### src/rtl/acq_seq_pkg.sv
package acq_seq_pkg;
  localparam int COUNT_W = 24;
  localparam int CHAN_N = 8;
  // Register word offsets (byte addresses)
  localparam logic [5:0] OFS_CONTROL = 6'h00;
  localparam logic [5:0] OFS_PRE_COUNT = 6'h04;
  localparam logic [5:0] OFS_POST_COUNT = 6'h08;
  localparam logic [5:0] OFS_DELAY = 6'h0c;
  localparam logic [5:0] OFS_DIVIDER = 6'h10;
  localparam logic [5:0] OFS_STATUS = 6'h14;
  localparam logic [5:0] OFS_COUNT = 6'h18;
  localparam logic [5:0] OFS_COMMAND = 6'h1c;
  // Control fields
  localparam int CTL_PRETRIG = 0;
  localparam int CTL_SW_START = 1;
  localparam int CTL_INT_STROBE = 2;
  localparam int CTL_FILT_LO = 4;
  localparam int CTL_FILT_W = 4;
  localparam int CTL_W = 8;
  // Command fields
  localparam int CMD_START = 0;
  localparam int CMD_ABORT = 1;
  // Status fields
  localparam int ST_BUSY = 0;
  localparam int ST_DONE = 1;
  localparam int ST_PRE_MET = 2;
  localparam int ST_PHASE_LO = 4;
  // Reset values
  localparam logic [CTL_W-1:0] CONTROL_RESET = 8'h00;
  localparam logic [COUNT_W-1:0] PRE_RESET = 24'h000004;
  localparam logic [COUNT_W-1:0] POST_RESET = 24'h000005;
  localparam logic [15:0] DELAY_RESET = 16'h0002;
  localparam logic [15:0] DIVIDER_RESET = 16'h0063;
  // Digital filter: an input must hold stable for this many nanoseconds
  localparam int FILTER_TIME_NS = 16;
  localparam int CLOCK_PERIOD_NS = 4;
  localparam int FILTER_CYCLES = (FILTER_TIME_NS + CLOCK_PERIOD_NS - 1) / CLOCK_PERIOD_NS;
  localparam logic [31:0] UNMAPPED_READ = 32'h00000000;
endpackage : acq_seq_pkg

### src/rtl/acq_trigger_sample_sequencer.sv
// How it works
// - One strobe samples all active channels together
// - Posttrigger only: load post count, decrement
// - Software start emits a start trigger pulse
// - Pretrigger: start loads pre count, later post
// - Early reference trigger ignored, keep acquiring
// - Accepted reference starts posttrigger countdown, completes
// - Optional filters on strobe and three triggers
// - Strobes ignored when idle or on hold
// - Internal strobe after delay, default two ticks
// - Reference acquisition never re-arms after finishing
module acq_trigger_sample_sequencer
  import acq_seq_pkg::*;
(
  input wire logic CLOCK,
  input wire logic RST_N,
  input wire logic [5:0] AVS_ADDRESS,
  input wire logic AVS_READ,
  input wire logic AVS_WRITE,
  input wire logic [31:0] AVS_WRITEDATA,
  input wire logic [3:0] AVS_BYTEENABLE,
  output logic [31:0] AVS_READDATA,
  output logic AVS_WAITREQUEST,
  input wire logic EXT_SAMPLE_STROBE,
  input wire logic ACQ_BEGIN_TRIGGER_IN,
  input wire logic REF_EVENT_TRIGGER,
  input wire logic HOLD_OFF_TRIGGER,
  input wire logic STROBE_TIMEBASE,
  output logic ACQ_BEGIN_TRIGGER_OUT,
  output logic [CHAN_N-1:0] CHANNEL_SAMPLE,
  output logic SAMPLE_STROBE_OUT,
  output logic ACQ_DONE
);
  typedef enum logic [1:0] {IDLE = 2'b00, PRE = 2'b01, WAIT_REF = 2'b11, POST = 2'b10} phase_t;
  typedef struct packed {
    logic [1:0] sy_strobe, sy_begin, sy_ref, sy_hold, sy_tb;
    logic [CTL_FILT_W-1:0][2:0] filt_cnt;
    logic [CTL_FILT_W-1:0] filt_out;
    logic tb_prev, strobe_prev, begin_prev, ref_prev;
    logic [CTL_W-1:0] control;
    logic [COUNT_W-1:0] pre_count, post_count, count;
    logic [15:0] delay, divider, tick_cnt;
    logic delay_run;
    logic [CHAN_N-1:0] chan_en;
    phase_t phase;
    logic pre_met, done, begin_pulse;
    logic [CHAN_N-1:0] sample;
    logic strobe_out, ack;
    logic [31:0] rdata;
  } state_t;
  state_t s, next_s;
  function automatic logic [31:0] merge(input logic [31:0] old, input logic [31:0] wd,
                                        input logic [3:0] be);
    logic [31:0] r;
    r = old;
    for (int i = 0; i < 4; i++)
      if (be[i]) r[8*i +: 8] = wd[8*i +: 8];
    return r;
  endfunction : merge
  function automatic logic rise(input logic cur, input logic prev);
    return cur & ~prev;
  endfunction : rise
  //////////////////////////////////////////////////////////////////////////////
  logic [CTL_FILT_W-1:0] raw_in;
  logic strobe_lvl, begin_lvl, ref_lvl, hold_lvl;
  logic tb_tick, int_strobe, strobe_edge, begin_edge, ref_edge, sw_start, abort, wr, rd;
  logic [31:0] wmerged;
  always_comb
  begin
    next_s = s;
    // Only the second stage feeds logic
    next_s.sy_strobe = {s.sy_strobe[0], EXT_SAMPLE_STROBE};
    next_s.sy_begin = {s.sy_begin[0], ACQ_BEGIN_TRIGGER_IN};
    next_s.sy_ref = {s.sy_ref[0], REF_EVENT_TRIGGER};
    next_s.sy_hold = {s.sy_hold[0], HOLD_OFF_TRIGGER};
    next_s.sy_tb = {s.sy_tb[0], STROBE_TIMEBASE};
    raw_in = {s.sy_hold[1], s.sy_ref[1], s.sy_begin[1], s.sy_strobe[1]};
    // Filter: output follows input only after it has held steady
    for (int i = 0; i < CTL_FILT_W; i++)
    begin
      if (raw_in[i] == s.filt_out[i])
        next_s.filt_cnt[i] = '0;
      else if (s.filt_cnt[i] == 3'(FILTER_CYCLES - 1))
      begin
        next_s.filt_out[i] = raw_in[i];
        next_s.filt_cnt[i] = '0;
      end
      else
        next_s.filt_cnt[i] = s.filt_cnt[i] + 3'd1;
    end
    // Timebase has no filter
    strobe_lvl = s.control[CTL_FILT_LO] ? s.filt_out[0] : raw_in[0];
    begin_lvl = s.control[CTL_FILT_LO + 1] ? s.filt_out[1] : raw_in[1];
    ref_lvl = s.control[CTL_FILT_LO + 2] ? s.filt_out[2] : raw_in[2];
    hold_lvl = s.control[CTL_FILT_LO + 3] ? s.filt_out[3] : raw_in[3];
    next_s.tb_prev = s.sy_tb[1];
    next_s.strobe_prev = strobe_lvl;
    next_s.begin_prev = begin_lvl;
    next_s.ref_prev = ref_lvl;
    tb_tick = rise(s.sy_tb[1], s.tb_prev);
    begin_edge = rise(begin_lvl, s.begin_prev);
    ref_edge = rise(ref_lvl, s.ref_prev);
    // Bus
    // Writes land at the edge after the one that ends the wait state
    wr = AVS_WRITE & s.ack;
    rd = AVS_READ & ~s.ack;
    next_s.ack = (AVS_WRITE | AVS_READ) & ~s.ack;
    wmerged = '0;
    sw_start = 1'b0;
    abort = 1'b0;
    if (wr)
    begin
      unique case (AVS_ADDRESS)
        OFS_CONTROL: next_s.control = CTL_W'(merge({24'h0, s.control}, AVS_WRITEDATA,
                                                   AVS_BYTEENABLE));
        OFS_PRE_COUNT: next_s.pre_count = COUNT_W'(merge({8'h0, s.pre_count}, AVS_WRITEDATA,
                                                         AVS_BYTEENABLE));
        OFS_POST_COUNT: next_s.post_count = COUNT_W'(merge({8'h0, s.post_count}, AVS_WRITEDATA,
                                                           AVS_BYTEENABLE));
        OFS_DELAY: next_s.delay = 16'(merge({16'h0, s.delay}, AVS_WRITEDATA, AVS_BYTEENABLE));
        OFS_DIVIDER:
        begin
          wmerged = merge({s.chan_en, 8'h0, s.divider}, AVS_WRITEDATA, AVS_BYTEENABLE);
          next_s.divider = wmerged[15:0];
          next_s.chan_en = wmerged[31:24];
        end
        OFS_COMMAND:
        begin
          sw_start = AVS_BYTEENABLE[0] & AVS_WRITEDATA[CMD_START];
          abort = AVS_BYTEENABLE[0] & AVS_WRITEDATA[CMD_ABORT];
        end
        default: ;
      endcase
    end
    // Internal timing engine: divider ticks on the timebase
    int_strobe = 1'b0;
    if (s.phase == IDLE)
    begin
      next_s.tick_cnt = '0;
      next_s.delay_run = 1'b0;
    end
    else if (tb_tick)
    begin
      if (s.tick_cnt == (s.delay_run ? s.delay - 16'd1 : s.divider))
      begin
        next_s.tick_cnt = '0;
        next_s.delay_run = 1'b0;
        int_strobe = 1'b1;
      end
      else
        next_s.tick_cnt = s.tick_cnt + 16'd1;
    end
    next_s.strobe_out = 1'b0;
    next_s.sample = '0;
    next_s.begin_pulse = 1'b0;
    strobe_edge = s.control[CTL_INT_STROBE] ? int_strobe : rise(strobe_lvl, s.strobe_prev);
    // Start: a software start pulses the trigger line
    if (s.phase == IDLE && (s.control[CTL_SW_START] ? sw_start : begin_edge))
    begin
      next_s.begin_pulse = s.control[CTL_SW_START];
      next_s.done = 1'b0;
      next_s.pre_met = 1'b0;
      next_s.tick_cnt = '0;
      next_s.delay_run = 1'b1;
      if (s.control[CTL_PRETRIG])
      begin
        next_s.phase = (s.pre_count == '0) ? WAIT_REF : PRE;
        next_s.count = s.pre_count;
        next_s.pre_met = s.pre_count == '0;
      end
      else
      begin
        next_s.phase = POST;
        next_s.count = s.post_count;
      end
    end
    else if (s.phase != IDLE && strobe_edge && !hold_lvl)
    begin
      next_s.sample = s.chan_en;
      next_s.strobe_out = 1'b1;
      if (s.count != '0)
        next_s.count = s.count - COUNT_W'(1);
      if (s.phase == PRE && s.count == COUNT_W'(1))
      begin
        next_s.pre_met = 1'b1;
        next_s.phase = WAIT_REF;
      end
      if (s.phase == POST && s.count == COUNT_W'(1))
      begin
        next_s.phase = IDLE;
        next_s.done = 1'b1;
      end
    end
    // Pretrigger samples keep flowing; reference only counts once met
    if ((s.phase == PRE || s.phase == WAIT_REF) && ref_edge && next_s.pre_met)
    begin
      next_s.phase = POST;
      next_s.count = s.post_count;
    end
    if (s.phase == POST && s.post_count == '0 && s.count == '0)
    begin
      next_s.phase = IDLE;
      next_s.done = 1'b1;
    end
    // Abort last so it beats any phase change in the same cycle
    if (abort)
      next_s.phase = IDLE;
    next_s.rdata = s.rdata;
    if (rd)
    begin
      unique case (AVS_ADDRESS)
        OFS_CONTROL: next_s.rdata = {24'h0, s.control};
        OFS_PRE_COUNT: next_s.rdata = {8'h0, s.pre_count};
        OFS_POST_COUNT: next_s.rdata = {8'h0, s.post_count};
        OFS_DELAY: next_s.rdata = {16'h0, s.delay};
        OFS_DIVIDER: next_s.rdata = {s.chan_en, 8'h0, s.divider};
        OFS_STATUS: next_s.rdata = {26'h0, s.phase, 1'b0, s.pre_met, s.done, s.phase != IDLE};
        OFS_COUNT: next_s.rdata = {8'h0, s.count};
        default: next_s.rdata = UNMAPPED_READ;
      endcase
    end
  end
  //////////////////////////////////////////////////////////////////////////////
  always_ff @(posedge CLOCK or negedge RST_N)
  begin
    if (!RST_N)
    begin
      s <= '0;
      s.control <= CONTROL_RESET;
      s.pre_count <= PRE_RESET;
      s.post_count <= POST_RESET;
      s.delay <= DELAY_RESET;
      s.divider <= DIVIDER_RESET;
      s.chan_en <= '1;
      s.phase <= IDLE;
    end
    else
      s <= next_s;
  end
  assign AVS_WAITREQUEST = (AVS_READ | AVS_WRITE) & ~s.ack;
  assign AVS_READDATA = s.rdata;
  assign ACQ_BEGIN_TRIGGER_OUT = s.begin_pulse;
  assign CHANNEL_SAMPLE = s.sample;
  assign SAMPLE_STROBE_OUT = s.strobe_out;
  assign ACQ_DONE = s.done;
endmodule : acq_trigger_sample_sequencer

### config.mk
export PLATFORM = sky130hd
export DESIGN_NAME = acq_trigger_sample_sequencer
export DESIGN_NICKNAME = d
export VERILOG_FILES = /design/src/rtl/acq_seq_pkg.sv /design/src/rtl/acq_trigger_sample_sequencer.sv
export SDC_FILE = /design/constraint.sdc
export NUM_CORES = 1
export LEC_CHECK = 0
export BUFFER_PORTS_ARGS = -buffer_cell sky130_fd_sc_hd__buf_2
export CORE_MARGIN = 1.5
export CORE_UTILIZATION = 40
export CTS_CLUSTER_SIZE = 16
export DETAILED_ROUTE_END_ITERATION = 7
export PLACE_DENSITY_LB_ADDON = 0.05
export SKIP_LAST_GASP = 1
export SLEW_MARGIN = 20
export SYNTH_ARGS = -nofsm -noshare
export SYNTH_HDL_FRONTEND = slang
export SYNTH_SLANG_ARGS = --single-unit
### constraint.sdc
create_clock -name CLOCK -period 3.65 [get_ports CLOCK]
set_input_delay 0.5475 -clock CLOCK [delete_from_list [all_inputs] [get_ports CLOCK]]
set_output_delay 0.5475 -clock CLOCK [all_outputs]
set_load 0.05 [all_outputs]
==> metrics.cfg <==
[worst_setup_path]
critical_path_peak_fanout = 8
crit_chain = inv_2, ha_4, or4b_4, nor4_4, mux2_4, o41a_1, or4bb_1, nor4_4, buf_4, a31o_4, buf_12, a21oi_4, a221o_1
crit_path_start_kind = flip-flop
crit_path_start = s[88]
arrival_ns = 4.19
worstReg2RegStart = s[88]
critPathKind = flip-flop to flip-flop
crit_slowest_cell = or4bb_1
max_stage_delay_ns = 0.54
worstPathRequired_ns = 4.07
crit_top_cell = nor4_4
end_kind = flip-flop

[die]
die_h_um = 172
io_pins = 95
initial_core_util = 0.409
die_x_um = 172
core_area_um2 = 28000
num_rows = 61
die_area_um2 = 29700

[grt]
overflow = 0
grt_max_degree = 96
grt_pass1_vias = 9040
antenna_found_initial = 1
track_usage = 0.247
grt_pass1_wl_um = 55000

[finish]
syn2layout_area_growth_pct = 19.0
layout.nets = 1291
finalNonFillerCells = 1630
antenna_cells = 0
drive_gt1_frac = 0.288
design_area_um2 = 13600

[place]
io_buffers = 94
place_hpwl_um = 26200
place_congestion = 0.889
placed_cells = 1566
place_area_um2 = 12400
place_ws_ns = -0.290

[timing]
tns_ns = -2.06
setup_violations = 24
finalCritPeriodShare = 1.03
slew_headroom = 0.364
skew_ns = 0.0141
max_freq_mhz = 265
rsz0062_at_grt = true
fin_ws_ns = -0.126
hold_viol_final = 0
min_period_ns = 3.78
slew_violations = 0
tightest_slew_ns = 0.953

[synthesis]
ys_types = 79
synth.cell_area_um2 = 11500
ys_ff_latch = 214
yosysSeqAreaShare = 0.469
ys_async_sr_fraction = 1.00
synth_fp_nets = 1191
yosysTopAreaCellShare = 0.432
ys_warn_count = 0
synth_edf_count = 0
synth_ff_type = dfrtp_1
synth_top_area_cell = dfrtp_1
syn_avg_cell_area_um2 = 10.1
synthCells = 1132
ys_top_cells_by_area = dfrtp_1 43%, mux2_2 8.1%, o21ai_0 4.1%

[routing]
wl_per_cell_um = 21.9
wl_um = 35700
drtIter0Drc = 842
vias = 9129
routed_via_density = 5.60
drc = 0
ant_nets = 0
dr.pass1.iters = 5

[power]
ir_drop_uv = 443
p_leak_nw = 6.20
total_power_mw = 7.54
power_density_nw_per_um2 = 553

[cts]
path_clk_slew_ns = 0.06
cts_made_buffers = 26
cts_root_buf = clkbuf_16
htreeDepth = 1
cts_buffer_depth = 3
clk_latency_ns = 0.54
cts_tree = done
cts.sinks = 214

[worst_hold_path]
holdCritPathClass = primary input to async pin

[run_status]
outcome = finished, violations left
violations = negative setup slack

[flow_run]
drv_cap = 0

-- placed cells by master (no fill, tap or decap), types with 18 or more instances in the layout --
cell and n:
dfrtp_1 198, nand2_1 110, buf_2 93, o21ai_0 91, mux2_2 81, buf_4 71, nor2_1 62, inv_1 42
xnor2_1 32, nor3_1 31, mux2i_1 29, a21oi_1 28, clkbuf_16 27, xor2_1 23, a222oi_1 22, nand3_1 19
nor2b_1 18
-- Yosys cell counts (all sizes together) (16+ instances only) --
cell    count
clkbuf     48
dfrtp     198
xnor2      32
a222oi     22
buf        59
nand2     110
nor2b      18
mux2i      29
a21oi      31
o21ai      93
nor4       19
inv        44
mux2       82
nor2       63
nand3      20
nor3       32
nand3b     16
dfstp      16
xor2       23
-- final timing paths --
check / end / slack (ns) / cells after the start
worst min-delay path: CHANNEL_SAMPLE[7] / 0.04 / 1
max in group asynchronous: s[154] / 2.70 / 2
worst max-delay path: s[111] / -0.13 / 13
worst min register to register: raw_in[0] / 0.35 / 0
min in group CLOCK: next_s[213] / 0.12 / 1
worst max register to register: s[111] / -0.13 / 13
-- power by group --
group	total, mW	internal (mW)	switching [mW]
sequential	2.96	2.63	0.328
clock	2.85	1.77	1.08
combinational	1.74	0.793	0.943
-- state kept, by name, indices dropped and copies added (netlist names) --
register / flops
ACQ_BEGIN_TRIGGER_OUT: 1
ACQ_DONE: 1
AVS_READDATA: 32
CHANNEL_SAMPLE: 8
SAMPLE_STROBE_OUT: 1
next_s: 6
raw_in: 4
s: 161
-- final cells by class --
type | count | area, um2
clock inverters | 18 | 238
inverters | 44 | 165
repair buffers | 177 | 1220
flip-flops and latches | 214 | 5380
fillers | 2718 | 14400
multi-input cells | 769 | 5460
clock buffers | 30 | 717
well taps | 378 | 473
-- cell families after synthesis --
family,after synthesis,share of synthesized area
AOI/OAI and AO/OA,229,0.139
adders and majority gates,8,0.00873
and+or+nand+nor,361,0.164
buffers and inverters,151,0.0661
muxes,114,0.112
xor gates and xnor gates,55,0.0420
DFF,214,0.469
-- routing by layer --
layer,up-vias,GRT usage,wire length [um],part of all wire
met3,58,0.0300,2060,0.058
li1,4267,-,-,-
met1,4497,0.342,16000,0.45
met4,2,0.0673,988,0.028
met5,-,0,19,0.00053
met2,305,0.406,16600,0.47
-- critical path, delay by kind of cell, from the launching register on --
kind / cells / cell delay, ns
and+or+nand+nor: 4 / 1.39
AOI/OAI and AO/OA: 4 / 1.07
DFF: 1 / 0.38
buffers and inverters: 3 / 0.38
muxes: 1 / 0.33
adders and majority gates: 1 / 0.12
-- through the flow --
step | hold WS [ns] | util
final | 0.0391 | 0.487
after detailed placement | 0.336 | 0.443
after global placement | 0.333 | 0.443
after global routing | 0.0836 | 0.487
after CTS | 0.0687 | 0.482
after floorplan | 0.252 | -
-- timing repair --
| item | CTS | global route |
|---|---|---|
| hold buffers | 0 | 0 |
| setup endpoints to repair | 27 | 37 |
| setup buffers | 8 | 7 |
| gates cloned | 2 | 0 |
| gates resized for setup | 11 | 17 |
| endpoints found under the hold margin | 0 | 0 |
| pin swaps | 1 | 14 |
Power figures use the tool's default switching activity.
